===== src/opm_pkg.sv =====
// shared types and constants for the operating-mode controller
// assumes one 125 MHz system clock; timers count whole milliseconds
package opm_pkg;

	// clock rate and derived millisecond tick
	localparam int CLK_HZ = 125_000_000;
	localparam int MS_PER_S = 1000;
	localparam int MS_CYC_DEF = CLK_HZ / MS_PER_S;

	// millisecond timer values
	localparam int MS_W = 12;
	typedef logic [MS_W-1:0] opm_ms_t;
	localparam opm_ms_t BLINK_HOLD_MS = 12'hbb8; // 3000 ms start-up blink
	localparam opm_ms_t WDOG_MS = 12'h064; // 100 ms watchdog
	localparam opm_ms_t CYC_MIN_MS = 12'h001; // 1 ms least cycle limit
	localparam opm_ms_t MEMORY_RESET_POSITION_ARM_MS = 12'hbb8; // 3000 ms switch hold to arm
	localparam opm_ms_t MEMORY_RESET_POSITION_WIN_MS = 12'hbb8; // 3000 ms window to confirm
	localparam opm_ms_t FLASH_MS = 12'h0fa; // 250 ms half period of blink

	// breakpoints
	localparam int NUM_BP = 3;
	localparam int BP_IDX_W = 2;
	localparam logic [BP_IDX_W-1:0] STEP_MAX_BP = 2'h2;

	// external 2-bit mode status codes
	localparam logic [1:0] CODE_STOP = 2'h0;
	localparam logic [1:0] CODE_START = 2'h1;
	localparam logic [1:0] CODE_RUN = 2'h2;
	localparam logic [1:0] CODE_HOLD = 2'h3;

	// modes, process-image steps, overall reset sequence
	typedef enum logic [1:0] {M_STOP, M_START, M_RUN, M_HOLD} opm_mode_t;
	typedef enum logic [2:0] {
		S_IDLE, S_CLR_IN, S_STARTUP, S_CLR_OUT, S_READ, S_EXEC, S_WRITE
	} opm_step_t;
	typedef enum logic [2:0] {MR_IDLE, MR_ARMING, MR_ARMED, MR_WINDOW, MR_CLEAR} opm_mr_t;

	// front-panel switch positions
	typedef struct packed {
		logic run;
		logic stop;
		logic memory_reset_position;
	} opm_sw_t;

	// requests to the execution core, held until step_done
	typedef struct packed {
		logic clr_in;
		logic remote_once;
		logic startup;
		logic clr_out;
		logic read_in;
		logic main_run;
		logic write_out;
	} opm_cmd_t;

	// indicators
	typedef struct packed {
		logic run_led;
		logic stop_led;
	} opm_ind_t;

	// latched faults
	typedef struct packed {
		logic wdog;
		logic cycle;
	} opm_fault_t;

endpackage


===== src/opm_mode_ctrl.sv =====
// operating-mode controller: mode sequencing, image cycle, breakpoints,
// watchdog, cycle monitor, indicators and overall reset
// assumes an execution core answering each request with a step_done pulse
`timescale 1ns/10ps
// How it works
// - exactly one of four modes held
// - stopped: no program, outputs off, stop lit
// - stopping keeps images, timers, counters, flags
// - stop to run passes start-up routine
// - run lamp blinks at least 3 s
// - start-up inhibits outputs, then enters running
// - running cycles main routine, run lamp lit
// - running releases the output inhibit
// - at most three breakpoints, set by station
// - breakpoint hit enters hold, station steps
// - hold stops code, freezes timers, inhibits
// - hold keeps clock and connections alive
// - over two breakpoints refuses single step
// - 100 ms watchdog, cycle limit, fault stops
// - run to stop drives analog safe values
// - stopped remote outputs off, inputs cyclic
// - clear inputs, start-up, release, then cycle
// - remote inputs read once on start
// - cycle order read, main, write
// - overall reset erases user memory only
// - overall reset from switch or station
// - stop lamp blinks during reset, then steady
module opm_mode_ctrl import opm_pkg::*; #(
	parameter int MS_CYC = MS_CYC_DEF,
	parameter int AW = 16
) (
	// clock and reset
	input wire logic core_clk,
	input wire logic rst_b,
	// front-panel mode switch pins
	input wire opm_sw_t sw_pins,
	// programming station
	input wire logic stn_run_req,
	input wire logic stn_stop_req,
	input wire logic stn_memory_reset_position_req,
	input wire logic stn_step_req,
	input wire logic stn_resume_req,
	input wire logic bp_set,
	input wire logic bp_del,
	input wire logic bp_del_all,
	input wire logic bp_enable,
	input wire logic [BP_IDX_W-1:0] bp_index,
	input wire logic [AW-1:0] bp_addr,
	output logic step_refused,
	output logic reg_view_en,
	// execution core
	input wire logic exec_valid,
	input wire logic [AW-1:0] exec_pc,
	input wire logic step_done,
	input wire logic wd_kick,
	input wire opm_ms_t cfg_cycle_ms,
	output opm_cmd_t cmd,
	output logic exec_enable,
	output logic timers_run,
	output logic rtc_enable,
	// process outputs and remote i/o
	input wire logic cfg_use_subst,
	output logic output_inhibit,
	output logic analog_safe,
	output logic analog_subst,
	output logic remote_cyclic,
	// user memory
	input wire logic mem_clear_done,
	output logic mem_clear_req,
	// status and indicators
	output opm_ind_t ind,
	output logic [1:0] mode_code,
	output opm_fault_t fault
);

	localparam int TW = $clog2(MS_CYC);

	// reset release, asserted asynchronously
	logic rst_s1_reg;
	logic rst_n;
	always_ff @(posedge core_clk or negedge rst_b) begin
		if (!rst_b) begin
			rst_s1_reg <= 1'h0;
			rst_n <= 1'h0;
		end else begin
			rst_s1_reg <= 1'h1;
			rst_n <= rst_s1_reg;
		end
	end

	// millisecond tick, shared by every timer
	logic [TW-1:0] ms_cnt_reg;
	wire ms_tick = (ms_cnt_reg == TW'(MS_CYC - 1));
	always_ff @(posedge core_clk or negedge rst_n) begin
		if (!rst_n) begin
			ms_cnt_reg <= '0;
		end else begin
			ms_cnt_reg <= ms_tick ? '0 : ms_cnt_reg + TW'(1);
		end
	end

	// switch synchroniser
	logic [2:0] sw_q;
	opm_sync3 #(.W(3)) u_sw_sync (
		.clk(core_clk),
		.rst_n(rst_n),
		.d(sw_pins),
		.q(sw_q)
	);
	wire opm_sw_t sw = opm_sw_t'(sw_q);

	// state
	opm_mode_t mode_reg, mode_next;
	opm_step_t step_reg, step_next;
	opm_mr_t mr_reg, mr_next;
	logic run_cmd_reg, run_cmd_next;
	logic sw_run_q_reg; // switch run level one cycle ago
	opm_fault_t fault_reg;
	logic [AW-1:0] bp_addr_reg [NUM_BP];
	logic [NUM_BP-1:0] bp_on_reg;
	logic [NUM_BP-1:0] hit_vec;
	logic [AW-1:0] hold_pc_reg; // pc where hold was entered
	logic ign_reg; // skip the breakpoint just resumed from
	logic flash_reg; // common blink phase

	// timer status
	logic hold_zero, wd_zero, cyc_zero, mr_zero, flash_zero;

	// count of breakpoints currently defined
	function automatic logic [BP_IDX_W-1:0] bp_count(input logic [NUM_BP-1:0] v);
		logic [BP_IDX_W-1:0] c;
		c = '0;
		for (int i = 0; i < NUM_BP; i++) begin
			c = c + BP_IDX_W'(v[i]);
		end
		return c;
	endfunction

	// request pattern for each step
	function automatic opm_cmd_t cmd_of(input opm_step_t s);
		opm_cmd_t c;
		c = '0;
		case (s)
			S_CLR_IN: begin
				c.clr_in = 1'h1;
				c.remote_once = 1'h1;
			end
			S_STARTUP: c.startup = 1'h1;
			S_CLR_OUT: c.clr_out = 1'h1;
			S_READ: c.read_in = 1'h1;
			S_EXEC: c.main_run = 1'h1;
			S_WRITE: c.write_out = 1'h1;
			default: c = '0;
		endcase
		return c;
	endfunction

	// start and stop conditions
	wire sw_run_rise = sw.run && !sw_run_q_reg;
	wire memory_reset_position_busy = (mr_reg == MR_CLEAR);
	wire start_ev = (sw_run_rise || stn_run_req) && sw.run && !memory_reset_position_busy;
	wire stop_ev = !sw.run || stn_stop_req;
	wire in_run = (mode_reg == M_RUN);
	wire in_hold = (mode_reg == M_HOLD);
	wire [BP_IDX_W-1:0] bp_cnt = bp_count(bp_on_reg);
	wire bp_hit = in_run && step_reg == S_EXEC && exec_valid && bp_enable
		&& (|hit_vec) && !(ign_reg && exec_pc == hold_pc_reg);
	wire step_ok = in_hold && stn_step_req && bp_cnt <= STEP_MAX_BP;
	wire step_no = in_hold && stn_step_req && bp_cnt > STEP_MAX_BP;

	// faults: start-up is not watched, hold freezes both timers
	wire timers_tick = ms_tick && !in_hold;
	wire wd_fault = in_run && wd_zero;
	wire cyc_fault = in_run && cyc_zero;
	wire fault_any = wd_fault || cyc_fault;
	wire stop_now = !run_cmd_reg || fault_any;
	wire opm_ms_t cyc_lim = (cfg_cycle_ms < CYC_MIN_MS) ? CYC_MIN_MS : cfg_cycle_ms;
	wire cyc_start = in_run && step_reg != S_READ && step_next == S_READ;

	// run command level from switch and station
	always_comb begin
		run_cmd_next = run_cmd_reg;
		if (stop_ev || fault_any) begin
			run_cmd_next = 1'h0;
		end else if (start_ev) begin
			run_cmd_next = 1'h1;
		end
	end

	// mode and process-image sequencing
	always_comb begin
		mode_next = mode_reg;
		step_next = step_reg;
		case (mode_reg)
			M_STOP: begin
				step_next = S_IDLE;
				// an erase starting this cycle keeps the cpu stopped
				if (run_cmd_reg && !memory_reset_position_busy && mr_next != MR_CLEAR) begin
					mode_next = M_START;
					step_next = S_CLR_IN;
				end
			end
			M_START: begin
				if (stop_now) begin
					mode_next = M_STOP;
					step_next = S_IDLE;
				end else if (step_done && step_reg == S_CLR_IN) begin
					step_next = S_STARTUP;
				end else if (step_done && step_reg == S_STARTUP) begin
					mode_next = M_RUN;
					step_next = S_CLR_OUT;
				end
			end
			M_RUN: begin
				if (stop_now) begin
					mode_next = M_STOP;
					step_next = S_IDLE;
				end else if (bp_hit) begin
					mode_next = M_HOLD;
				end else if (step_done) begin
					case (step_reg)
						S_CLR_OUT: step_next = S_READ;
						S_READ: step_next = S_EXEC;
						S_EXEC: step_next = S_WRITE;
						default: step_next = S_READ;
					endcase
				end
			end
			M_HOLD: begin
				if (stop_now) begin
					mode_next = M_STOP;
					step_next = S_IDLE;
				end else if (stn_resume_req) begin
					mode_next = M_RUN;
				end
			end
			default: begin
				mode_next = M_STOP;
				step_next = S_IDLE;
			end
		endcase
	end

	// overall reset sequence, only while stopped
	always_comb begin
		mr_next = mr_reg;
		case (mr_reg)
			MR_IDLE: begin
				if (mode_reg == M_STOP && stn_memory_reset_position_req) begin
					mr_next = MR_CLEAR;
				end else if (mode_reg == M_STOP && sw.memory_reset_position) begin
					mr_next = MR_ARMING;
				end
			end
			MR_ARMING: begin
				if (!sw.memory_reset_position) begin
					mr_next = MR_IDLE;
				end else if (mr_zero) begin
					mr_next = MR_ARMED;
				end
			end
			MR_ARMED: begin
				if (stn_memory_reset_position_req) begin
					mr_next = MR_CLEAR;
				end else if (!sw.memory_reset_position) begin
					mr_next = MR_WINDOW;
				end
			end
			MR_WINDOW: begin
				if (sw.memory_reset_position || stn_memory_reset_position_req) begin
					mr_next = MR_CLEAR;
				end else if (mr_zero) begin
					mr_next = MR_IDLE;
				end
			end
			MR_CLEAR: begin
				if (mem_clear_done) begin
					mr_next = MR_IDLE;
				end
			end
			default: mr_next = MR_IDLE;
		endcase
		if (mode_reg != M_STOP && mr_reg != MR_CLEAR) begin
			mr_next = MR_IDLE;
		end
	end

	// state registers
	always_ff @(posedge core_clk or negedge rst_n) begin
		if (!rst_n) begin
			mode_reg <= M_STOP;
			step_reg <= S_IDLE;
			mr_reg <= MR_IDLE;
			run_cmd_reg <= 1'h0;
			sw_run_q_reg <= 1'h0;
		end else begin
			mode_reg <= mode_next;
			step_reg <= step_next;
			mr_reg <= mr_next;
			run_cmd_reg <= run_cmd_next;
			sw_run_q_reg <= sw.run;
		end
	end

	// fault flags: a new fault wins over the clear by a fresh start
	always_ff @(posedge core_clk or negedge rst_n) begin
		if (!rst_n) begin
			fault_reg <= '0;
		end else begin
			fault_reg.wdog <= wd_fault || (fault_reg.wdog && !start_ev);
			fault_reg.cycle <= cyc_fault || (fault_reg.cycle && !start_ev);
		end
	end

	// breakpoint table, set and deleted by the station
	generate
		for (genvar i = 0; i < NUM_BP; i++) begin : g_bp
			wire sel = (bp_index == BP_IDX_W'(i));
			assign hit_vec[i] = bp_on_reg[i] && bp_addr_reg[i] == exec_pc;
			always_ff @(posedge core_clk or negedge rst_n) begin
				if (!rst_n) begin
					bp_addr_reg[i] <= '0;
					bp_on_reg[i] <= 1'h0;
				end else if (bp_set && sel) begin
					bp_addr_reg[i] <= bp_addr;
					bp_on_reg[i] <= 1'h1;
				end else if (bp_del_all || (bp_del && sel)) begin
					bp_on_reg[i] <= 1'h0;
				end
			end
		end
	endgenerate

	// resume skips the breakpoint until the pc moves on
	always_ff @(posedge core_clk or negedge rst_n) begin
		if (!rst_n) begin
			hold_pc_reg <= '0;
			ign_reg <= 1'h0;
		end else if (bp_hit) begin
			hold_pc_reg <= exec_pc;
			ign_reg <= 1'h0;
		end else if (in_hold && stn_resume_req) begin
			ign_reg <= 1'h1;
		end else if (exec_valid && exec_pc != hold_pc_reg) begin
			ign_reg <= 1'h0;
		end
	end

	// timers: start-up blink hold, watchdog, cycle limit, reset, flash
	wire hold_load = step_reg != S_STARTUP && step_next == S_STARTUP;
	wire mr_load = mr_next != mr_reg;
	opm_count u_hold (
		.clk(core_clk), .rst_n(rst_n), .load(hold_load), .load_val(BLINK_HOLD_MS),
		.tick(ms_tick), .zero(hold_zero)
	);
	opm_count u_wdog (
		.clk(core_clk), .rst_n(rst_n), .load(wd_kick || !in_run && !in_hold),
		.load_val(WDOG_MS), .tick(timers_tick), .zero(wd_zero)
	);
	opm_count u_cyc (
		.clk(core_clk), .rst_n(rst_n), .load(cyc_start || !in_run && !in_hold),
		.load_val(cyc_lim), .tick(timers_tick), .zero(cyc_zero)
	);
	opm_count u_mr (
		.clk(core_clk), .rst_n(rst_n), .load(mr_load),
		.load_val(mr_next == MR_ARMING ? MEMORY_RESET_POSITION_ARM_MS : MEMORY_RESET_POSITION_WIN_MS),
		.tick(ms_tick), .zero(mr_zero)
	);
	opm_count u_flash (
		.clk(core_clk), .rst_n(rst_n), .load(flash_zero), .load_val(FLASH_MS),
		.tick(ms_tick), .zero(flash_zero)
	);

	// indicator and output decode of the next state
	wire run_led_next = !hold_zero ? flash_reg :
		(mode_next == M_RUN) ? 1'h1 :
		(mode_next == M_HOLD) ? flash_reg : 1'h0;
	wire stop_blink = (mr_next == MR_ARMING) || (mr_next == MR_CLEAR);
	wire stop_led_next = (mode_next == M_STOP) ? !stop_blink || flash_reg :
		(mode_next == M_HOLD);
	wire exec_next = (mode_next == M_RUN && step_next == S_EXEC)
		|| (mode_next == M_START && step_next == S_STARTUP) || step_ok;
	wire opm_cmd_t cmd_next = (mode_next == M_START || mode_next == M_RUN)
		? cmd_of(step_next) : '0;

	// registered outputs
	opm_cmd_t cmd_reg;
	opm_ind_t ind_reg;
	logic exec_reg, refused_reg, view_reg, timers_reg;
	logic inhibit_reg, safe_reg, subst_reg, cyclic_reg, clear_reg;
	logic [1:0] code_reg;
	always_ff @(posedge core_clk or negedge rst_n) begin
		if (!rst_n) begin
			cmd_reg <= '0;
			ind_reg <= '0;
			exec_reg <= 1'h0;
			refused_reg <= 1'h0;
			view_reg <= 1'h0;
			timers_reg <= 1'h0;
			inhibit_reg <= 1'h1;
			safe_reg <= 1'h1;
			subst_reg <= 1'h0;
			cyclic_reg <= 1'h1;
			clear_reg <= 1'h0;
			code_reg <= CODE_STOP;
			flash_reg <= 1'h0;
		end else begin
			cmd_reg <= cmd_next;
			ind_reg.run_led <= run_led_next;
			ind_reg.stop_led <= stop_led_next;
			exec_reg <= exec_next;
			refused_reg <= step_no;
			view_reg <= (mode_next == M_HOLD);
			timers_reg <= (mode_next == M_RUN);
			inhibit_reg <= (mode_next != M_RUN);
			safe_reg <= (mode_next == M_STOP);
			subst_reg <= (mode_next == M_STOP) && cfg_use_subst;
			cyclic_reg <= (mode_next == M_STOP);
			clear_reg <= (mr_next == MR_CLEAR);
			case (mode_next)
				M_START: code_reg <= CODE_START;
				M_RUN: code_reg <= CODE_RUN;
				M_HOLD: code_reg <= CODE_HOLD;
				default: code_reg <= CODE_STOP;
			endcase
			if (flash_zero) begin
				flash_reg <= !flash_reg;
			end
		end
	end

	assign cmd = cmd_reg;
	assign ind = ind_reg;
	assign exec_enable = exec_reg;
	assign step_refused = refused_reg;
	assign reg_view_en = view_reg;
	assign timers_run = timers_reg;
	assign rtc_enable = 1'h1; // clock and links never gated by hold
	assign output_inhibit = inhibit_reg;
	assign analog_safe = safe_reg;
	assign analog_subst = subst_reg;
	assign remote_cyclic = cyclic_reg;
	assign mem_clear_req = clear_reg;
	assign mode_code = code_reg;
	assign fault = fault_reg;
endmodule


===== src/opm_sync3.sv =====
// three-stage input synchroniser for pins from outside the clock domain
// assumes rst_n is already synchronous to clk
`timescale 1ns/10ps
module opm_sync3 import opm_pkg::*; #(
	parameter int W = 3
) (
	// clock and reset
	input wire logic clk,
	input wire logic rst_n,
	// pins in, settled value out
	input wire logic [W-1:0] d,
	output logic [W-1:0] q
);

	logic [W-1:0] s1_reg; // only read by s2_reg
	logic [W-1:0] s2_reg;
	logic [W-1:0] s3_reg;
	logic [W-1:0] q_reg;

	// a change counts only once stages two and three agree
	always_ff @(posedge clk or negedge rst_n) begin
		if (!rst_n) begin
			s1_reg <= '0;
			s2_reg <= '0;
			s3_reg <= '0;
			q_reg <= '0;
		end else begin
			s1_reg <= d;
			s2_reg <= s1_reg;
			s3_reg <= s2_reg;
			for (int i = 0; i < W; i++) begin
				if (s2_reg[i] == s3_reg[i]) begin
					q_reg[i] <= s3_reg[i];
				end
			end
		end
	end

	assign q = q_reg;

endmodule


===== src/opm_count.sv =====
// loadable millisecond down-counter, stops at zero
// assumes tick is a one-cycle pulse on the same clock
`timescale 1ns/10ps
module opm_count import opm_pkg::*; #(
	parameter int W = MS_W
) (
	// clock and reset
	input wire logic clk,
	input wire logic rst_n,
	// control
	input wire logic load,
	input wire logic [W-1:0] load_val,
	input wire logic tick,
	// status
	output logic zero
);

	logic [W-1:0] cnt_reg; // remaining ticks

	// load wins over counting so a restart is never missed
	always_ff @(posedge clk or negedge rst_n) begin
		if (!rst_n) begin
			cnt_reg <= '0;
		end else if (load) begin
			cnt_reg <= load_val;
		end else if (tick && cnt_reg != '0) begin
			cnt_reg <= cnt_reg - W'(1);
		end
	end

	assign zero = (cnt_reg == '0);

endmodule


===== config.mk =====
export PLATFORM = sky130hd
export DESIGN_NAME = opm_mode_ctrl
export DESIGN_NICKNAME = d
export VERILOG_FILES = /design/src/opm_pkg.sv /design/src/opm_mode_ctrl.sv /design/src/opm_sync3.sv /design/src/opm_count.sv
export SDC_FILE = /design/constraint.sdc
export NUM_CORES = 1
export LEC_CHECK = 0
export ABC_AREA = 1
export BUFFER_PORTS_ARGS = -buffer_cell sky130_fd_sc_hd__buf_2
export CORE_MARGIN = 2
export CORE_UTILIZATION = 45
export CTS_CLUSTER_DIAMETER = 40
export CTS_CLUSTER_SIZE = 20
export DETAILED_ROUTE_END_ITERATION = 6
export HOLD_SLACK_MARGIN = 0.02
export PLACE_DENSITY = 0.71
export SYNTH_ARGS = -nofsm -noshare
export SYNTH_HDL_FRONTEND = slang
export SYNTH_HIERARCHICAL = 1
export SYNTH_SLANG_ARGS = --single-unit

===== constraint.sdc =====
create_clock -name core_clk -period 9.52 [get_ports core_clk]
set_input_delay 0.476 -clock core_clk [delete_from_list [all_inputs] [get_ports core_clk]]
set_output_delay 0.476 -clock core_clk [all_outputs]
set_load 0.05 [all_outputs]

# After elaboration in Yosys (flattened, before gate mapping)
# Index checks and enable logic that the tools add are counted.
totals:
  elab_cells: 262
  ff_bits: 190
  input_bits: 65
op_classes:
  reduce_logical: 101
  n_mux: 65
  n_eq_ne: 38
  addsub: 8
  n_lt_le_gt_ge: 3
op_table:
  columns: ["op", "count"]
  rows:
  - ["$mux 12", 11]
  - ["$eq 16x16->1", 4]
  - ["$logic_not 12->1", 5]
  - ["$reduce_bool 12->1", 5]
  - ["$sub 12x1->12 const B", 5]
  - ["$mux 3", 17]
  - ["$logic_and 1x1->1", 47]
  - ["$eq 3x3->1 const B", 7]
  - ["$mux 1", 21]
  - ["$reduce_bool 2->1", 10]
  - ["$logic_or 1x1->1", 18]
  - ["$mux 2", 9]
  - ["$add 17x1->17 const B", 1]
  - ["$eq 17x17->1 const B", 1]
  - ["$mux 17", 1]
  - ["$ne 16x16->1", 1]
  - ["$eq 3x2->1 const B", 5]
  - ["$pmux 3 s5", 1]
  - ["$eq 3x1->1 const B", 4]
  - ["$lt 12x1->1 const B", 1]
  - ["$pmux 3 s4", 1]
  - ["$eq 2x2->1 const B", 5]
  - ["$logic_not 1->1", 10]
  - ["$ne 3x3->1 const B", 3]
  - ["other kinds (17)", 22]

# Longest topological paths before layout
logic_depth:
  depth_word: 14
  mapped_depth: 22
  ltp_nobuf: 22

# Modules after synthesis
# Netlist, hierarchy kept.
modules_own_cells:
  columns: ["mod", "cells_each", "area_per_inst_um2", "instances"]
  rows:
  - ["opm_mode_ctrl", 841, 6427.4, 1]
  - ["opm_count", 130, 904.6, 5]
  - ["opm_sync3", 24, 349.1, 1]

# Least setup slack after synthesis
# Ideal clock, no wire load.
synth_path:
  path_kind: "reg2reg"
  from: "reg u_wdog.cnt_reg[0]"
  to: "reg u_hold.cnt_reg[10]"
  path_stages_with_launch: 19
  setup_time_ns: 0.117
  slack_ns: 6.769
  t_required_ns: 9.403
  arrival_ns: 2.634
  cell_sequence: "dfrtp_1 > inv_1 > ha_1 > nand3_1 > nor3_1 > nand2_1 > nand2_1 > nor2_2 > nand3_1 > a21oi_1 > a31oi_1 > nand3_4 > clkinv_4 > nand2_2 > nor3_2 > clkinv_1 > or2_2 > nand3_2 > nand2_1"
synth_between:
  elab_chain_cells: 9
  word_cells_on_any_way: 12
  classes_between: "eq/ne (1); mux (5); reduce/logical (6)"
synth_lines:
  columns: ["element", "line_no", "source"]
  rows:
  - ["start, declared", "opm_count.sv:18", "logic [W-1:0] cnt_reg;"]
  - ["start signal, assigned", "opm_count.sv:25", "cnt_reg <= load_val;"]
  - ["start signal, assigned", "opm_count.sv:27", "cnt_reg <= cnt_reg - W'(1);"]
  - ["$logic_not 12->1 (*)", "opm_count.sv:31", "assign zero = (cnt_reg == '0);"]
  - ["net wd_zero", "opm_mode_ctrl.sv:127", "logic hold_zero, wd_zero, cyc_zero, mr_zero, flash_zero;"]
  - ["$logic_and 1x1->1 (*)", "opm_mode_ctrl.sv:173", "wire wd_fault = in_run && wd_zero;"]
  - ["$logic_or 1x1->1 (*)", "opm_mode_ctrl.sv:175", "wire fault_any = wd_fault || cyc_fault;"]
  - ["$logic_or 1x1->1 (*)", "opm_mode_ctrl.sv:176", "wire stop_now = !run_cmd_reg || fault_any;"]
  - ["$mux 3 (on tied branches)", "opm_mode_ctrl.sv:230, opm_mode_ctrl.sv:204, opm_mode_ctrl.sv:215", null]
  - ["$pmux 3 s4 (*)", "opm_mode_ctrl.sv:194", "case (mode_reg)"]
  - ["net step_next[0]", "opm_mode_ctrl.sv:114", "opm_step_t step_reg, step_next;"]
  - ["$eq 3x2->1 (*)", "opm_mode_ctrl.sv:350", "wire hold_load = step_reg != S_STARTUP && step_next == S_STARTUP;"]
  - ["$logic_and 1x1->1 (*)", "opm_mode_ctrl.sv:350", null]
  - ["net hold_load", "opm_mode_ctrl.sv:350", null]
  - ["$mux 12 or $reduce_bool 2->1 (tied branches)", null, null]
  - ["end signal, assigned", "opm_count.sv:25", null]
  - ["end signal, assigned", "opm_count.sv:27", null]
  - ["end, declared", "opm_count.sv:18", null]
# Mark *: on every way through the listed nets, which the timed path passes. The rest lies on a longest branch.
# A chain may end at the register's enable or synchronous reset.

# Worst setup path in the final report
layout_path:
  from: "reg u_cyc.cnt_reg[0]"
  to: "reg u_hold.cnt_reg[10]"
layout_between:
  elab_chain_cells: 9
  word_cells_on_any_way: 12
  classes_between: "eq/ne (1); mux (5); reduce/logical (6)"
layout_lines:
  columns: ["element", "line_no", "source"]
  rows:
  - ["start, declared", "opm_count.sv:18", null]
  - ["start signal, assigned", "opm_count.sv:25", null]
  - ["start signal, assigned", "opm_count.sv:27", null]
  - ["$logic_not 12->1 (*)", "opm_count.sv:31", null]
  - ["net cyc_zero", "opm_mode_ctrl.sv:127", null]
  - ["$logic_and 1x1->1 (*)", "opm_mode_ctrl.sv:174", "wire cyc_fault = in_run && cyc_zero;"]
  - ["$logic_or 1x1->1 (*)", "opm_mode_ctrl.sv:175", null]
  - ["$logic_or 1x1->1 (*)", "opm_mode_ctrl.sv:176", null]
  - ["$mux 3 (on tied branches)", "opm_mode_ctrl.sv:230, opm_mode_ctrl.sv:204, opm_mode_ctrl.sv:215", null]
  - ["$pmux 3 s4 (*)", "opm_mode_ctrl.sv:194", null]
  - ["net step_next[0]", "opm_mode_ctrl.sv:114", null]
  - ["$eq 3x2->1 (*)", "opm_mode_ctrl.sv:350", null]
  - ["$logic_and 1x1->1 (*)", "opm_mode_ctrl.sv:350", null]
  - ["net hold_load", "opm_mode_ctrl.sv:350", null]
  - ["$mux 12 or $reduce_bool 2->1 (tied branches)", null, null]
# Marked as above.

==> run summary <==
The run finished with clean final reports. The number of flip-flops in the largest register was 48. At the end of routability-driven placement, the weighted congestion stood at 0.945.

Grouping stages by cell kind, the critical path spends the most delay in simple AND/OR/NAND/NOR gates. The number of fill cells in the layout is 2376, and the number of top-level pins is 88. The die is 162 µm tall.

The combined buffer and inverter count along the critical path works out to 3. In the final timing run, aggregate negative setup slack is 0 ns. The signal on the critical path passes through inv_1 -> ha_1 -> nand3_1 -> nor3_1 -> nand2_1 -> nand2_1 -> nor2_2 -> nand3_1 -> a21oi_1 -> a31oi_1 -> nand3_4 -> clkinv_4 -> nand2_2 -> nor3_2 -> clkinv_1 -> or2_2 -> nand3_2 -> nand2_1.

The worst register-to-register path has a depth of 18. The worst register-to-register path begins at u_cyc/cnt_reg[0]. The worst register-to-register path ends at u_hold/cnt_reg[10]. The global-route wire length before repair is 45000 µm, and the maximum single-stage delay on the critical path is 0.70 ns. The number of setup violations in the final report was 0. At the worst endpoint, the arrival time is 4.52 ns. Tracing the worst setup path back leads to its startpoint at u_cyc/cnt_reg[0]. CTS placed an instance of sky130_fd_sc_hd__clkbuf_16 at the clock tree root. The master of the slowest instance on the critical path is sky130_fd_sc_hd__clkinv_1.

Initial antenna violation count: 0. The first detailed-routing pass took 7 iterations. The mapped netlist covers 0.0112 mm². By instance count, the cell type seen most on the critical path is sky130_fd_sc_hd__nand2_1. In this run the tool buffered the top-level ports with 85 buffer cells.

The count of final hold-check violations is 0. For the via count of the first global-routing pass, the log shows 9421. For the number of levels in the clock H-tree, the log shows 4.

The post-synthesis area per instance was 7.42 µm²; the layout net count was 1698. After layout, the design draws a total of 0.00208 W. The tools report the startpoint kind of the worst setup timing path as a register.

At the placement stage, the worst setup path has a slack of 5.31 ns. Setup repair after global routing left no endpoint under its margin. The cell row count was 57. The worst-case vdd ir drop was 0.115 mV. STA classifies the critical path endpoint as a register. After clock tree synthesis, the clock-pin slew on the worst setup and hold paths is 0.08 ns. The clock net in this run drives a total of 185 sinks. The type of the worst setup path is reg -> reg.

The floorplan step defined a die boundary enclosing 0.0261 mm². Static timing analysis puts the maximum clock frequency at 238 MHz. The number of cells on the worst hold path was 1. The biggest fanout along the worst timing path was 19.

Max-cap violations in this run came to 0. Using the TritonRoute via totals, the vias-per-cell ratio works out to 4.98. The worst path in the final design needs a cycle of 4.20 ns, including I/O delays and setup. Wires add up to 26700 µm.

TritonCTS built the clock tree. The total area inside the core boundary comes to 0.0244 mm². Between clock sinks in the finished design, the worst skew comes to 0.0225 ns. In the global route stage, overall resource usage came out at 21.3%. Across all register-to-register paths, the minimum setup slack is 5.32 ns.

The clock network latency to the later pin of the worst-skew pair came out at 0.44 ns. Entering global routing, the biggest net connects 64 pins. The worst pin sits at a relative slew slack of 18.9%.

After detailed routing, the average wire length per cell comes to 13.7 µm. In this run, placement finished with an instance count of 1920. In this run the static leakage power is 6.35 nW. During synthesis, Yosys emitted a total of 6 warnings.

The final core utilization is 51.5%. TritonCTS created 17 clock buffers. In this run the worst hold path is classified as in -> reg. Detailed-route DRC error count: 0. The initial utilization of the core area, before any placement, comes to 45.9%. The share of post-route cells with drive strength above 1 is 16.1%.

Summed over all layers, the global routing overflow is 0. The final critical-path share of the clock period is 44.1%. The HPWL after detailed placement was 19900 µm. The path with the worst hold slack has its endpoint at u_sw_sync/s1_reg[0].

For the vias after detailed routing, the log shows 9719. Final-report max-slew violation count: 0. The count of nets left with antenna violations once routing finished came out at 0.

The number of standard cells in the final layout excluding fillers is 1953. The tools report the startpoint of the lowest-slack hold path as sw_pins[0]. Once the clock tree was built, the resizer swapped 0 gates to a different size.

The maximum clock insertion buffer count is 2, and the data required time of the critical path is 9.84 ns. The area growth from synthesis to final layout came out at 12.4%. The number of antenna diodes in the final layout is 0. Synthesis handed over a netlist of 1507 instances. The worst setup margin is 5.32 ns, and the chip width is 162 µm. The actual slew at the worst max-slew pin was 1.21 ns.

The detailed router's first-iteration violation count is 603. Dividing total power by cell area gives a power density of 166 mW/mm².
-- layer usage --
layer / wire length, µm / share of wire [%] / up-vias / GRT usage, %
met1: 12300 / 46 / 4497 / 28.3
li1: - / - / 4977 / -
met4: 689 / 2.6 / 0 / 7.84
met2: 12400 / 46 / 203 / 35.1
met3: 1270 / 4.7 / 42 / 3.54
met5: 0 / 0 / - / 0
-- how the worst max path moves through the flow --
stage	to	slack, ns	cells past startpoint
detailed placement	u_hold/cnt_reg[10]	5.31	18
floorplan	analog_subst	3.99	0
finish	u_hold/cnt_reg[10]	5.32	18
CTS	u_hold/cnt_reg[10]	5.25	18
global placement	u_hold/cnt_reg[10]	5.41	18
global route	u_hold/cnt_reg[10]	4.87	18
-- power breakdown --
part           internal (W)  switching, W
sequential         0.000863     0.0000789
combinational      0.000150      0.000270
clock              0.000398      0.000324
total               0.00141      0.000673
-- through the flow --
stage               hold slack, ns  area (µm²)
floorplan                    0.180       11400
global route                 0.133       12600
CTS                          0.130       12600
detailed placement           0.263       12000
finish                       0.141       12600
global placement             0.261       12000
-- area by class of cell --
| class | count | area (µm²) | area share (%) |
|---|---|---|---|
| Clock inverter | 13 | 145 | 1.15 |
| Clock buffer | 19 | 443 | 3.52 |
| Tap cell | 324 | 405 | 3.23 |
| Multi-Input combinational cell | 1125 | 5730 | 45.6 |
| Sequential cell | 185 | 4640 | 36.9 |
| Inverter | 198 | 751 | 5.97 |
| Timing Repair Buffer | 89 | 458 | 3.64 |
-- placed cells by master (no fill, tap or decap), types with 3 or more instances in the layout --
cell type,instances
sky130_fd_sc_hd__a21oi_1,28
sky130_fd_sc_hd__xnor2_1,30
sky130_fd_sc_hd__dfrtp_1,182
sky130_fd_sc_hd__nor2_4,6
sky130_fd_sc_hd__inv_1,168
sky130_fd_sc_hd__nand2_2,20
sky130_fd_sc_hd__inv_2,22
sky130_fd_sc_hd__nor4_1,11
sky130_fd_sc_hd__clkinv_2,3
sky130_fd_sc_hd__nor2_1,120
sky130_fd_sc_hd__o21ai_1,11
sky130_fd_sc_hd__o31ai_1,4
sky130_fd_sc_hd__a31oi_1,6
sky130_fd_sc_hd__nor3_1,20
sky130_fd_sc_hd__nand3_2,13
sky130_fd_sc_hd__o21ai_0,88
sky130_fd_sc_hd__xor2_1,20
sky130_fd_sc_hd__o2111ai_1,3
sky130_fd_sc_hd__o211ai_1,3
sky130_fd_sc_hd__inv_6,3
sky130_fd_sc_hd__nor3_2,4
sky130_fd_sc_hd__conb_1,50
sky130_fd_sc_hd__or2_2,17
sky130_fd_sc_hd__clkbuf_16,17
sky130_fd_sc_hd__ha_1,16
sky130_fd_sc_hd__nor2_2,20
sky130_fd_sc_hd__nand2_1,415
sky130_fd_sc_hd__clkinv_1,6
sky130_fd_sc_hd__buf_4,3
sky130_fd_sc_hd__nand3_1,147
sky130_fd_sc_hd__buf_2,85
sky130_fd_sc_hd__nand4_1,27
sky130_fd_sc_hd__o21ai_2,16
sky130_fd_sc_hd__nand2_4,12
sky130_fd_sc_hd__clkinv_4,3
-- repair_timing --
item                                    4_1_cts  5_1_grt
endpoints found under the setup margin        0        0
hold buffers                                  1        0
buffers inserted                              0        0
hold endpoints to repair                      2        0
(Power assumes the default switching activity.)
